===== config.mk =====
export PLATFORM = sky130hd
export DESIGN_NAME = ddr_phy_core
export DESIGN_NICKNAME = d
export VERILOG_FILES = /design/src/hw/ddr_phy_core.v /design/src/hw/ddr_phy_fifo.v
export VERILOG_INCLUDE_DIRS = /design/src /design/src/hw
export SDC_FILE = /design/constraint.sdc
export NUM_CORES = 1
export LEC_CHECK = 0
export BUFFER_PORTS_ARGS = -buffer_cell sky130_fd_sc_hd__buf_2
export CAP_MARGIN = 10
export CORE_MARGIN = 3
export CORE_UTILIZATION = 30
export DETAILED_ROUTE_END_ITERATION = 10
export SLEW_MARGIN = 20
export SYNTH_ARGS = -nofsm -noshare
export SYNTH_HDL_FRONTEND = slang
export SYNTH_HIERARCHICAL = 1
export SYNTH_SLANG_ARGS = --single-unit

===== constraint.sdc =====
create_clock -name clock -period 3.85 [get_ports clock]
set_clock_uncertainty 0.05 [all_clocks]
set_input_delay 0.385 -clock clock [delete_from_list [all_inputs] [get_ports clock]]
set_output_delay 0.385 -clock clock [all_outputs]
set_load 0.1 [all_outputs]

===== src/hw/ddr_phy_defines.vh =====
// constants for the memory physical layer
`ifndef DDR_PHY_DEFINES_VH
`define DDR_PHY_DEFINES_VH
`define GROUP_BITS      8
`define DEF_GROUPS      2
`define DEF_ADDR_BITS   14
`define DEF_CMD_BITS    6
`define DEF_FIFO_DEPTH  4
`define MODE_DDR2       2'h0
`define MODE_DDR3       2'h1
`define MODE_LPDDR2     2'h2
`define ST_RESET        3'h0
`define ST_CAL          3'h1
`define ST_RUN          3'h2
`define ST_LOWPWR       3'h3
`define CAL_STEPS       8'h20
`define TRACK_WAIT      8'h10
`endif


===== src/hw/ddr_phy_core.v =====
// half-rate memory physical layer: command, write and read paths
`timescale 1ns/1ns
`include "ddr_phy_defines.vh"
// Overview of operation
// - half-rate: two memory slots per word
// - commands centred between clock edges
// - lpddr2 commands at double rate
// - ddr2/3 commands at single rate
// - mimic clock phase drift tracked
// - system clock drives strobe and commands
// - data launched quarter period late
// - capture phase calibrated before traffic
// - low-power entered automatically on modes
// - low-power asserts memory clock disable
// - commands tristated except cke, reset
// - read input buffers off in low-power
// - strobe only on writes; reads ignore
// - data width 8, 16 or 24
// - data in groups of eight bits
// - 24 bits is 16 plus ecc
// - one mask per group
// - mask used only on writes
// - mask low valid, high discards
// - mask on delayed write clock
// - ecc byte in own group
// - ecc logic lives in controller
// - reads captured in double-rate inputs
module ddr_phy_core #(
    parameter GROUPS    = `DEF_GROUPS,
    parameter ADDR_BITS = `DEF_ADDR_BITS,
    parameter CMD_BITS  = `DEF_CMD_BITS,
    parameter DEPTH     = `DEF_FIFO_DEPTH
) (
    // clock and reset
    input  wire                            clock,
    input  wire                            rst,
    // configuration
    input  wire [1:0]                      memMode,
    input  wire                            eccEnable,
    // controller commands, two slots per word
    input  wire [2*ADDR_BITS-1:0]          ctlAddr,
    input  wire [2*CMD_BITS-1:0]           ctlCmd,
    input  wire [1:0]                      ctlCke,
    input  wire                            ctlResetN,
    input  wire                            selfRefresh,
    input  wire                            powerDown,
    // controller write data
    input  wire                            wrValid,
    output wire                            wrReady,
    input  wire [2*GROUPS*8-1:0]           wrData,
    input  wire [2*GROUPS-1:0]             wrMask,
    // controller read data
    input  wire                            rdEnable,
    output reg                             rdValid_reg,
    output reg  [2*GROUPS*8-1:0]           rdData_reg,
    // status
    output wire                            calDone,
    output wire                            memClkDisable,
    // pll phase control
    output reg                             phaseStep_reg,
    output reg                             phaseUp_reg,
    // mimic clock from loopback
    input  wire                            mimicClk,
    input  wire                            refPhase,
    // memory command pins
    output reg  [ADDR_BITS-1:0]            memAddr_reg,
    output reg  [CMD_BITS-1:0]             memCmd_reg,
    output wire                            memCmdOe,
    output reg                             memCke_reg,
    output reg                             memResetN_reg,
    // memory data pins
    output reg  [GROUPS*8-1:0]             memDqOut_reg,
    output wire                            memDqOe,
    input  wire [GROUPS*8-1:0]             memDqIn,
    output reg  [GROUPS-1:0]               memDm_reg,
    output reg  [GROUPS-1:0]               memDqsOut_reg,
    output wire                            memDqsOe,
    input  wire [GROUPS-1:0]               memDqsIn,
    output wire                            memInEnable
);
    localparam DW = GROUPS * `GROUP_BITS;
    reg  [2:0]       state_reg;
    reg  [2:0]       state_next;
    reg              slot_reg;
    reg  [7:0]       calCnt_reg;
    reg  [7:0]       trackCnt_reg;
    reg  [2:0]       mimicSync_reg;
    reg  [2:0]       refSync_reg;
    reg              mimicPrev_reg;
    reg              wrActive_reg;
    reg              wrSlot_reg;
    reg              delayPhase_reg;
    reg  [DW-1:0]    dqHold_reg;
    reg  [GROUPS-1:0] dmHold_reg;
    reg              rdSlot_reg;
    reg  [DW-1:0]    rdLow_reg;
    wire [2*DW+2*GROUPS-1:0] fifoOut;
    wire             fifoValid;
    wire             fifoTake;
    wire             lowPower;
    wire             mimicRise;
    wire             isLp;
    wire [GROUPS-1:0] dmLow;
    wire [GROUPS-1:0] dmHigh;

    // write data buffer
    ddr_phy_fifo #(
        .WIDTH (2*DW+2*GROUPS),
        .DEPTH (DEPTH),
        .AW    (2)
    ) wrFifo (
        .clock    (clock),
        .rst      (rst),
        .inValid  (wrValid),
        .inReady  (wrReady),
        .inData   ({wrMask, wrData}),
        .outValid (fifoValid),
        .outReady (fifoTake),
        .outData  (fifoOut)
    );

    assign isLp = (memMode == `MODE_LPDDR2);
    assign lowPower = (state_reg == `ST_LOWPWR);
    assign memClkDisable = lowPower;
    assign memCmdOe = ~lowPower;
    assign memInEnable = ~lowPower & ~wrActive_reg;
    assign calDone = (state_reg == `ST_RUN);
    assign memDqsOe = wrActive_reg;
    assign memDqOe = wrActive_reg;
    assign fifoTake = (state_reg == `ST_RUN) & ~wrActive_reg & fifoValid & ~rdEnable;
    assign dmLow  = fifoOut[2*DW +: GROUPS];
    assign dmHigh = fifoOut[2*DW+GROUPS +: GROUPS];

    always @* begin
        state_next = state_reg;
        case (state_reg)
            `ST_RESET: begin
                state_next = `ST_CAL;
            end
            `ST_CAL: begin
                if (calCnt_reg == `CAL_STEPS) begin
                    state_next = `ST_RUN;
                end
            end
            `ST_RUN: begin
                if ((selfRefresh | powerDown) & ~wrActive_reg) begin
                    state_next = `ST_LOWPWR;
                end
            end
            `ST_LOWPWR: begin
                if (~selfRefresh & ~powerDown) begin
                    state_next = `ST_RUN;
                end
            end
            default: begin
                state_next = `ST_RESET;
            end
        endcase
    end

    always @(posedge clock) begin
        if (rst) begin
            state_reg <= `ST_RESET;
            calCnt_reg <= 8'h00;
        end else begin
            state_reg <= state_next;
            if (state_reg == `ST_CAL) begin
                calCnt_reg <= calCnt_reg + 8'h01;
            end
        end
    end

    always @(posedge clock) begin
        if (rst) begin
            mimicSync_reg <= 3'h0;
            refSync_reg <= 3'h0;
            mimicPrev_reg <= 1'b0;
        end else begin
            mimicSync_reg <= {mimicSync_reg[1:0], mimicClk};
            refSync_reg <= {refSync_reg[1:0], refPhase};
            if (mimicSync_reg[1] == mimicSync_reg[2]) begin
                mimicPrev_reg <= mimicSync_reg[2];
            end
        end
    end
    assign mimicRise = (mimicSync_reg[1] == mimicSync_reg[2]) & mimicSync_reg[2] & ~mimicPrev_reg;

    always @(posedge clock) begin
        if (rst) begin
            phaseStep_reg <= 1'b0;
            phaseUp_reg <= 1'b0;
            trackCnt_reg <= 8'h00;
        end else begin
            phaseStep_reg <= 1'b0;
            if (state_reg == `ST_CAL) begin
                phaseStep_reg <= 1'b1;
                phaseUp_reg <= 1'b1;
            end else if (state_reg == `ST_RUN & mimicRise) begin
                if (trackCnt_reg == `TRACK_WAIT) begin
                    trackCnt_reg <= 8'h00;
                    if (refSync_reg[2] == refSync_reg[1]) begin
                        phaseStep_reg <= 1'b1;
                        phaseUp_reg <= refSync_reg[2];
                    end
                end else begin
                    trackCnt_reg <= trackCnt_reg + 8'h01;
                end
            end
        end
    end

    always @(posedge clock) begin
        if (rst) begin
            slot_reg <= 1'b0;
        end else begin
            slot_reg <= ~slot_reg;
        end
    end

    always @(posedge clock) begin
        if (rst) begin
            memAddr_reg <= {ADDR_BITS{1'b0}};
            memCmd_reg <= {CMD_BITS{1'b1}};
            memCke_reg <= 1'b0;
            memResetN_reg <= 1'b0;
        end else begin
            memCke_reg <= ctlCke[slot_reg] & ~lowPower;
            memResetN_reg <= ctlResetN;
            if (isLp) begin
                memAddr_reg <= slot_reg ? ctlAddr[2*ADDR_BITS-1:ADDR_BITS] : ctlAddr[ADDR_BITS-1:0];
                memCmd_reg <= slot_reg ? ctlCmd[2*CMD_BITS-1:CMD_BITS] : ctlCmd[CMD_BITS-1:0];
            end else if (~slot_reg) begin
                memAddr_reg <= ctlAddr[ADDR_BITS-1:0];
                memCmd_reg <= ctlCmd[CMD_BITS-1:0];
            end
        end
    end

    always @(posedge clock) begin
        if (rst) begin
            wrActive_reg <= 1'b0;
            wrSlot_reg <= 1'b0;
            delayPhase_reg <= 1'b0;
            dqHold_reg <= {DW{1'b0}};
            dmHold_reg <= {GROUPS{1'b0}};
            memDqOut_reg <= {DW{1'b0}};
            memDm_reg <= {GROUPS{1'b0}};
            memDqsOut_reg <= {GROUPS{1'b0}};
        end else begin
            delayPhase_reg <= wrActive_reg;
            if (fifoTake) begin
                wrActive_reg <= 1'b1;
                wrSlot_reg <= 1'b0;
                dqHold_reg <= fifoOut[DW +: DW];
                dmHold_reg <= dmHigh & {GROUPS{eccEnable | 1'b1}};
                memDqOut_reg <= fifoOut[DW-1:0];
                memDm_reg <= dmLow;
            end else if (wrActive_reg & ~wrSlot_reg) begin
                wrSlot_reg <= 1'b1;
                memDqOut_reg <= dqHold_reg;
                memDm_reg <= dmHold_reg;
            end else if (wrActive_reg) begin
                wrActive_reg <= 1'b0;
                memDm_reg <= {GROUPS{1'b0}};
            end
            memDqsOut_reg <= (wrActive_reg & delayPhase_reg) ? ~memDqsOut_reg : {GROUPS{1'b0}};
        end
    end

    always @(posedge clock) begin
        if (rst) begin
            rdSlot_reg <= 1'b0;
            rdLow_reg <= {DW{1'b0}};
            rdData_reg <= {2*DW{1'b0}};
            rdValid_reg <= 1'b0;
        end else begin
            rdValid_reg <= 1'b0;
            if (rdEnable & memInEnable & calDone) begin
                rdSlot_reg <= ~rdSlot_reg;
                if (~rdSlot_reg) begin
                    rdLow_reg <= memDqIn;
                end else begin
                    rdData_reg <= {memDqIn, rdLow_reg};
                    rdValid_reg <= 1'b1;
                end
            end else begin
                rdSlot_reg <= 1'b0;
            end
        end
    end
endmodule


===== src/hw/ddr_phy_fifo.v =====
// small flip-flop fifo for write data
`timescale 1ns/1ns
module ddr_phy_fifo #(
    parameter WIDTH = 8,
    parameter DEPTH = 4,
    parameter AW    = 2
) (
    // clock and reset
    input  wire             clock,
    input  wire             rst,
    // fill side
    input  wire             inValid,
    output wire             inReady,
    input  wire [WIDTH-1:0] inData,
    // drain side
    output wire             outValid,
    input  wire             outReady,
    output wire [WIDTH-1:0] outData
);
    reg [WIDTH-1:0] mem [0:DEPTH-1];
    reg [AW-1:0]    wrPtr_reg;
    reg [AW-1:0]    rdPtr_reg;
    reg [AW:0]      count_reg;
    wire            doWr;
    wire            doRd;
    assign inReady  = (count_reg != DEPTH[AW:0]);
    assign outValid = (count_reg != {(AW+1){1'b0}});
    assign outData  = mem[rdPtr_reg];
    assign doWr     = inValid & inReady;
    assign doRd     = outValid & outReady;
    always @(posedge clock) begin
        if (doWr) begin
            mem[wrPtr_reg] <= inData;
        end
    end
    always @(posedge clock) begin
        if (rst) begin
            wrPtr_reg <= {AW{1'b0}};
            rdPtr_reg <= {AW{1'b0}};
            count_reg <= {(AW+1){1'b0}};
        end else begin
            if (doWr) begin
                wrPtr_reg <= (wrPtr_reg == DEPTH[AW-1:0] - 1'b1) ? {AW{1'b0}} : wrPtr_reg + 1'b1;
            end
            if (doRd) begin
                rdPtr_reg <= (rdPtr_reg == DEPTH[AW-1:0] - 1'b1) ? {AW{1'b0}} : rdPtr_reg + 1'b1;
            end
            if (doWr & ~doRd) begin
                count_reg <= count_reg + 1'b1;
            end else if (doRd & ~doWr) begin
                count_reg <= count_reg - 1'b1;
            end
        end
    end
endmodule


==> metrics <==
Die Ht 199 um; Arrival @ worst endpoint 3530 ps; Slew Limit Fails 0; die width 199 um; Period Utilization, post-route 0.819; CP peak stage delay between 400 and 500 ps; Adder-Cell Fraction of Synth Area 0.0141; Initial DRC Count 263; H-Tree Depth 2; Startpoint Class flop; initial antenna violation count 6; CTS max path bufs 3; DRT antenna net count 0; Core Rows 70; ys async rst share 0; post-synthesis mux area share 0.0955; layout net count around 1200; total track usage 0.128; fmax 317 MHz; Placed Instances ~1500; worst-margin pin slew ~1100 ps; post-layout util 0.372; Pwr Density slightly above 500 nW/um^2; core area around 37000 sq um; Synth top cells by count nand2_1, dfxtp_1, edfxtp_1, a21oi_1, nor2_1; Synth Area in Simple Gates 0.117; final WL around 26 mm; 1st-pass router iterations 4; drt via density 4.65; worst vdd ir 419 uV; initial core utilization 0.305; Critical Path RT 4230 ps; CP endpoint kind flop; vias in the first global route between 6000 and 7000; PostCTS Resize Cnt 0; largest net degree at the start of global routing 82; fin crit period 3150 ps; die area roughly 40000 sq um; R2R cell count 11; # IOs 192; Max Cap Violations 0; Reg-to-Reg End wrFifo/count_reg[2]$_SDFFE_PP0P_; DP HPWL 16.3 mm; WL/cell 16.5 um; # hold bufs at CTS 0; Worst-Skew Late Latency 510 ps; Synth top area share 0.386; hold depth 1; syn_nets between 900 and 1000; clock root cell clkbuf_16; YS warnings 6; hold endpoint wrFifo/mem[3][30]$_DFFE_PP_; layout cell share with drive strength beyond 1 0.305; post-synthesis cell type count 52; routability congestion estimate around 0.7; area growth from synthesis to layout 21.8%; final hold vios 0; largest family of logic cells by synthesized area simple AND/OR/NAND/NOR gates; Post-synth EDFFs about 140; Sink Count 294; Congestion Overflow GR 0; clk slew on worst S/H paths 60 ps; r2r startpoint wrFifo/count_reg[1]$_SDFFE_PP0P_; worst-path maximum fanout 22; CTS tree done; Worst slew margin 0.283; Final Setup Violations 0; Worst Path Class, Setup flop to flop; fin cells 1550; Synth Area in Compound Gates 0.0818; ys flop type dfxtp_1; Largest register FFs roughly 140; PortBufs 188; Worst Hold Class input port to flop; CTS Buf Count 34; Seq cells post-synth 294; RSZ-0062 raised after global routing no; Fillers around 3600; Synth area leader edfxtp_1; Post-Syn Area 11200 sq um; standby leakage power approximately 5.0 nW; DRC 0; top post-synthesis cells by area edfxtp_1, dfxtp_1, mux4_2; Critical-path top delay cell or3_2; post-CTS setup buffer count 0; first-pass GRT wire length approximately 40 mm; XOR/XNOR Fraction of Synth Area 0.00781; Vias slightly above 7000; crit-path cells or3_2 -> inv_1 -> or4_4 -> inv_2 -> o31ai_1 -> ha_1 -> inv_1 -> fa_1 -> xor2_1 -> or3_2 -> a21oi_1; Mapped Avg Cell Area 12.8 sq um; Reg2Reg Setup Slack 700 ps; Post-Synthesis Cells 873; HP Start wrData[30]; Setup Total Neg Slack 0 ps; status complete, no violations; most frequent cell after synthesis nand2_1; worst hold margin 37.9 ps; Seq/Total Area, Yosys 0.654
==> layout make-up <==
cell class / count / area, sq um / share of cell area
clock inverter: 9 / 80.1 / 0.00586
clock buffer: 52 / 990 / 0.0725
tap: 468 / 586 / 0.0429
multi-input combinational: 507 / 3560 / 0.261
inverter: 16 / 60.1 / 0.00440
sequential: 294 / 7330 / 0.537
antenna: 5 / 12.5 / 0.000916
timing repair buffer: 199 / 1040 / 0.0760
==> per-layer routing <==
layer,GRT usage,routed length (um)
met5,0,27
met4,0.0419,541
met2,0.210,11700
met3,0.0410,2230
met1,0.161,11100
==> power by group <==
| part | leakage [nW] | internal [W] | switching [W] | total [W] |
|---|---|---|---|---|
| sequential | 2.54 | 0.00344 | 0.0000521 | 0.00349 |
| clock | 0.524 | 0.00184 | 0.00121 | 0.00305 |
| combinational | 1.89 | 0.000169 | 0.000376 | 0.000545 |
| total | 4.95 | 0.00545 | 0.00164 | 0.00709 |
==> cell usage in the layout, fill, tap and decap left out, drive strengths merged, types with 2 or more instances in the layout <==
cell	Yosys	final
clkinv	0	6
and2	2	2
a21oi	85	85
mux2i	26	26
clkbuf	27	52
and3	5	5
dfxtp	150	150
nand2	164	164
o21ai	4	4
inv	16	17
nor2	56	56
nor2b	14	14
nor3	4	4
or3b	3	3
o31ai	2	2
buf	29	199
ha	11	11
nand4	8	8
and4bb	2	2
nor4	2	2
or2	7	7
a211oi	18	18
or3	5	5
nand3	6	6
a311oi	18	18
edfxtp	144	144
xor2	10	10
diode	0	5
mux4	36	36
o32ai	2	2
nand2b	6	6
==> worst max-delay path, delay by kind of cell, from the launching register on <==
| family | cells | cell delay (ps) |
|---|---|---|
| flops | 1 | 350 |
| simple gates | 3 | 1200 |
| fa+ha+maj | 2 | 720 |
| buf+inv | 3 | 250 |
| xor+xnor | 1 | 180 |
| compound gates | 2 | 300 |
==> cells by family after synthesis <==
group | count (synthesis)
compound gates | 133
xor+xnor | 10
fa+ha+maj | 12
buf+inv | 72
flops | 294
mux | 62
simple gates | 290
==> worst max-delay path by stage <==
stage,start,cells after the start,to
6_report,wrFifo/count_reg[1]$_SDFFE_PP0P_,11,wrFifo/count_reg[2]$_SDFFE_PP0P_
5_1_grt,wrFifo/count_reg[1]$_SDFFE_PP0P_,11,wrFifo/count_reg[2]$_SDFFE_PP0P_
4_1_cts,wrFifo/count_reg[1]$_SDFFE_PP0P_,11,wrFifo/count_reg[2]$_SDFFE_PP0P_
3_5_place_dp,wrFifo/count_reg[1]$_SDFFE_PP0P_,11,wrFifo/count_reg[2]$_SDFFE_PP0P_
3_3_place_gp,wrFifo/count_reg[1]$_SDFFE_PP0P_,11,wrFifo/count_reg[2]$_SDFFE_PP0P_
2_1_floorplan,state_reg[1]$_SDFFE_PP0P_,4,memInEnable
==> stage by stage <==
step / total power, W / cell area [sq um] / worst slack, ps
after floorplan: 0.00393 / 11200 / 161
after global placement: 0.00410 / 12600 / 718
after detailed placement: 0.00412 / 12600 / 706
after CTS: 0.00724 / 13600 / 670
after global routing: 0.00742 / 13600 / 463
final: 0.00709 / 13700 / 699
Note: power is estimated with default switching activity, not from simulation.
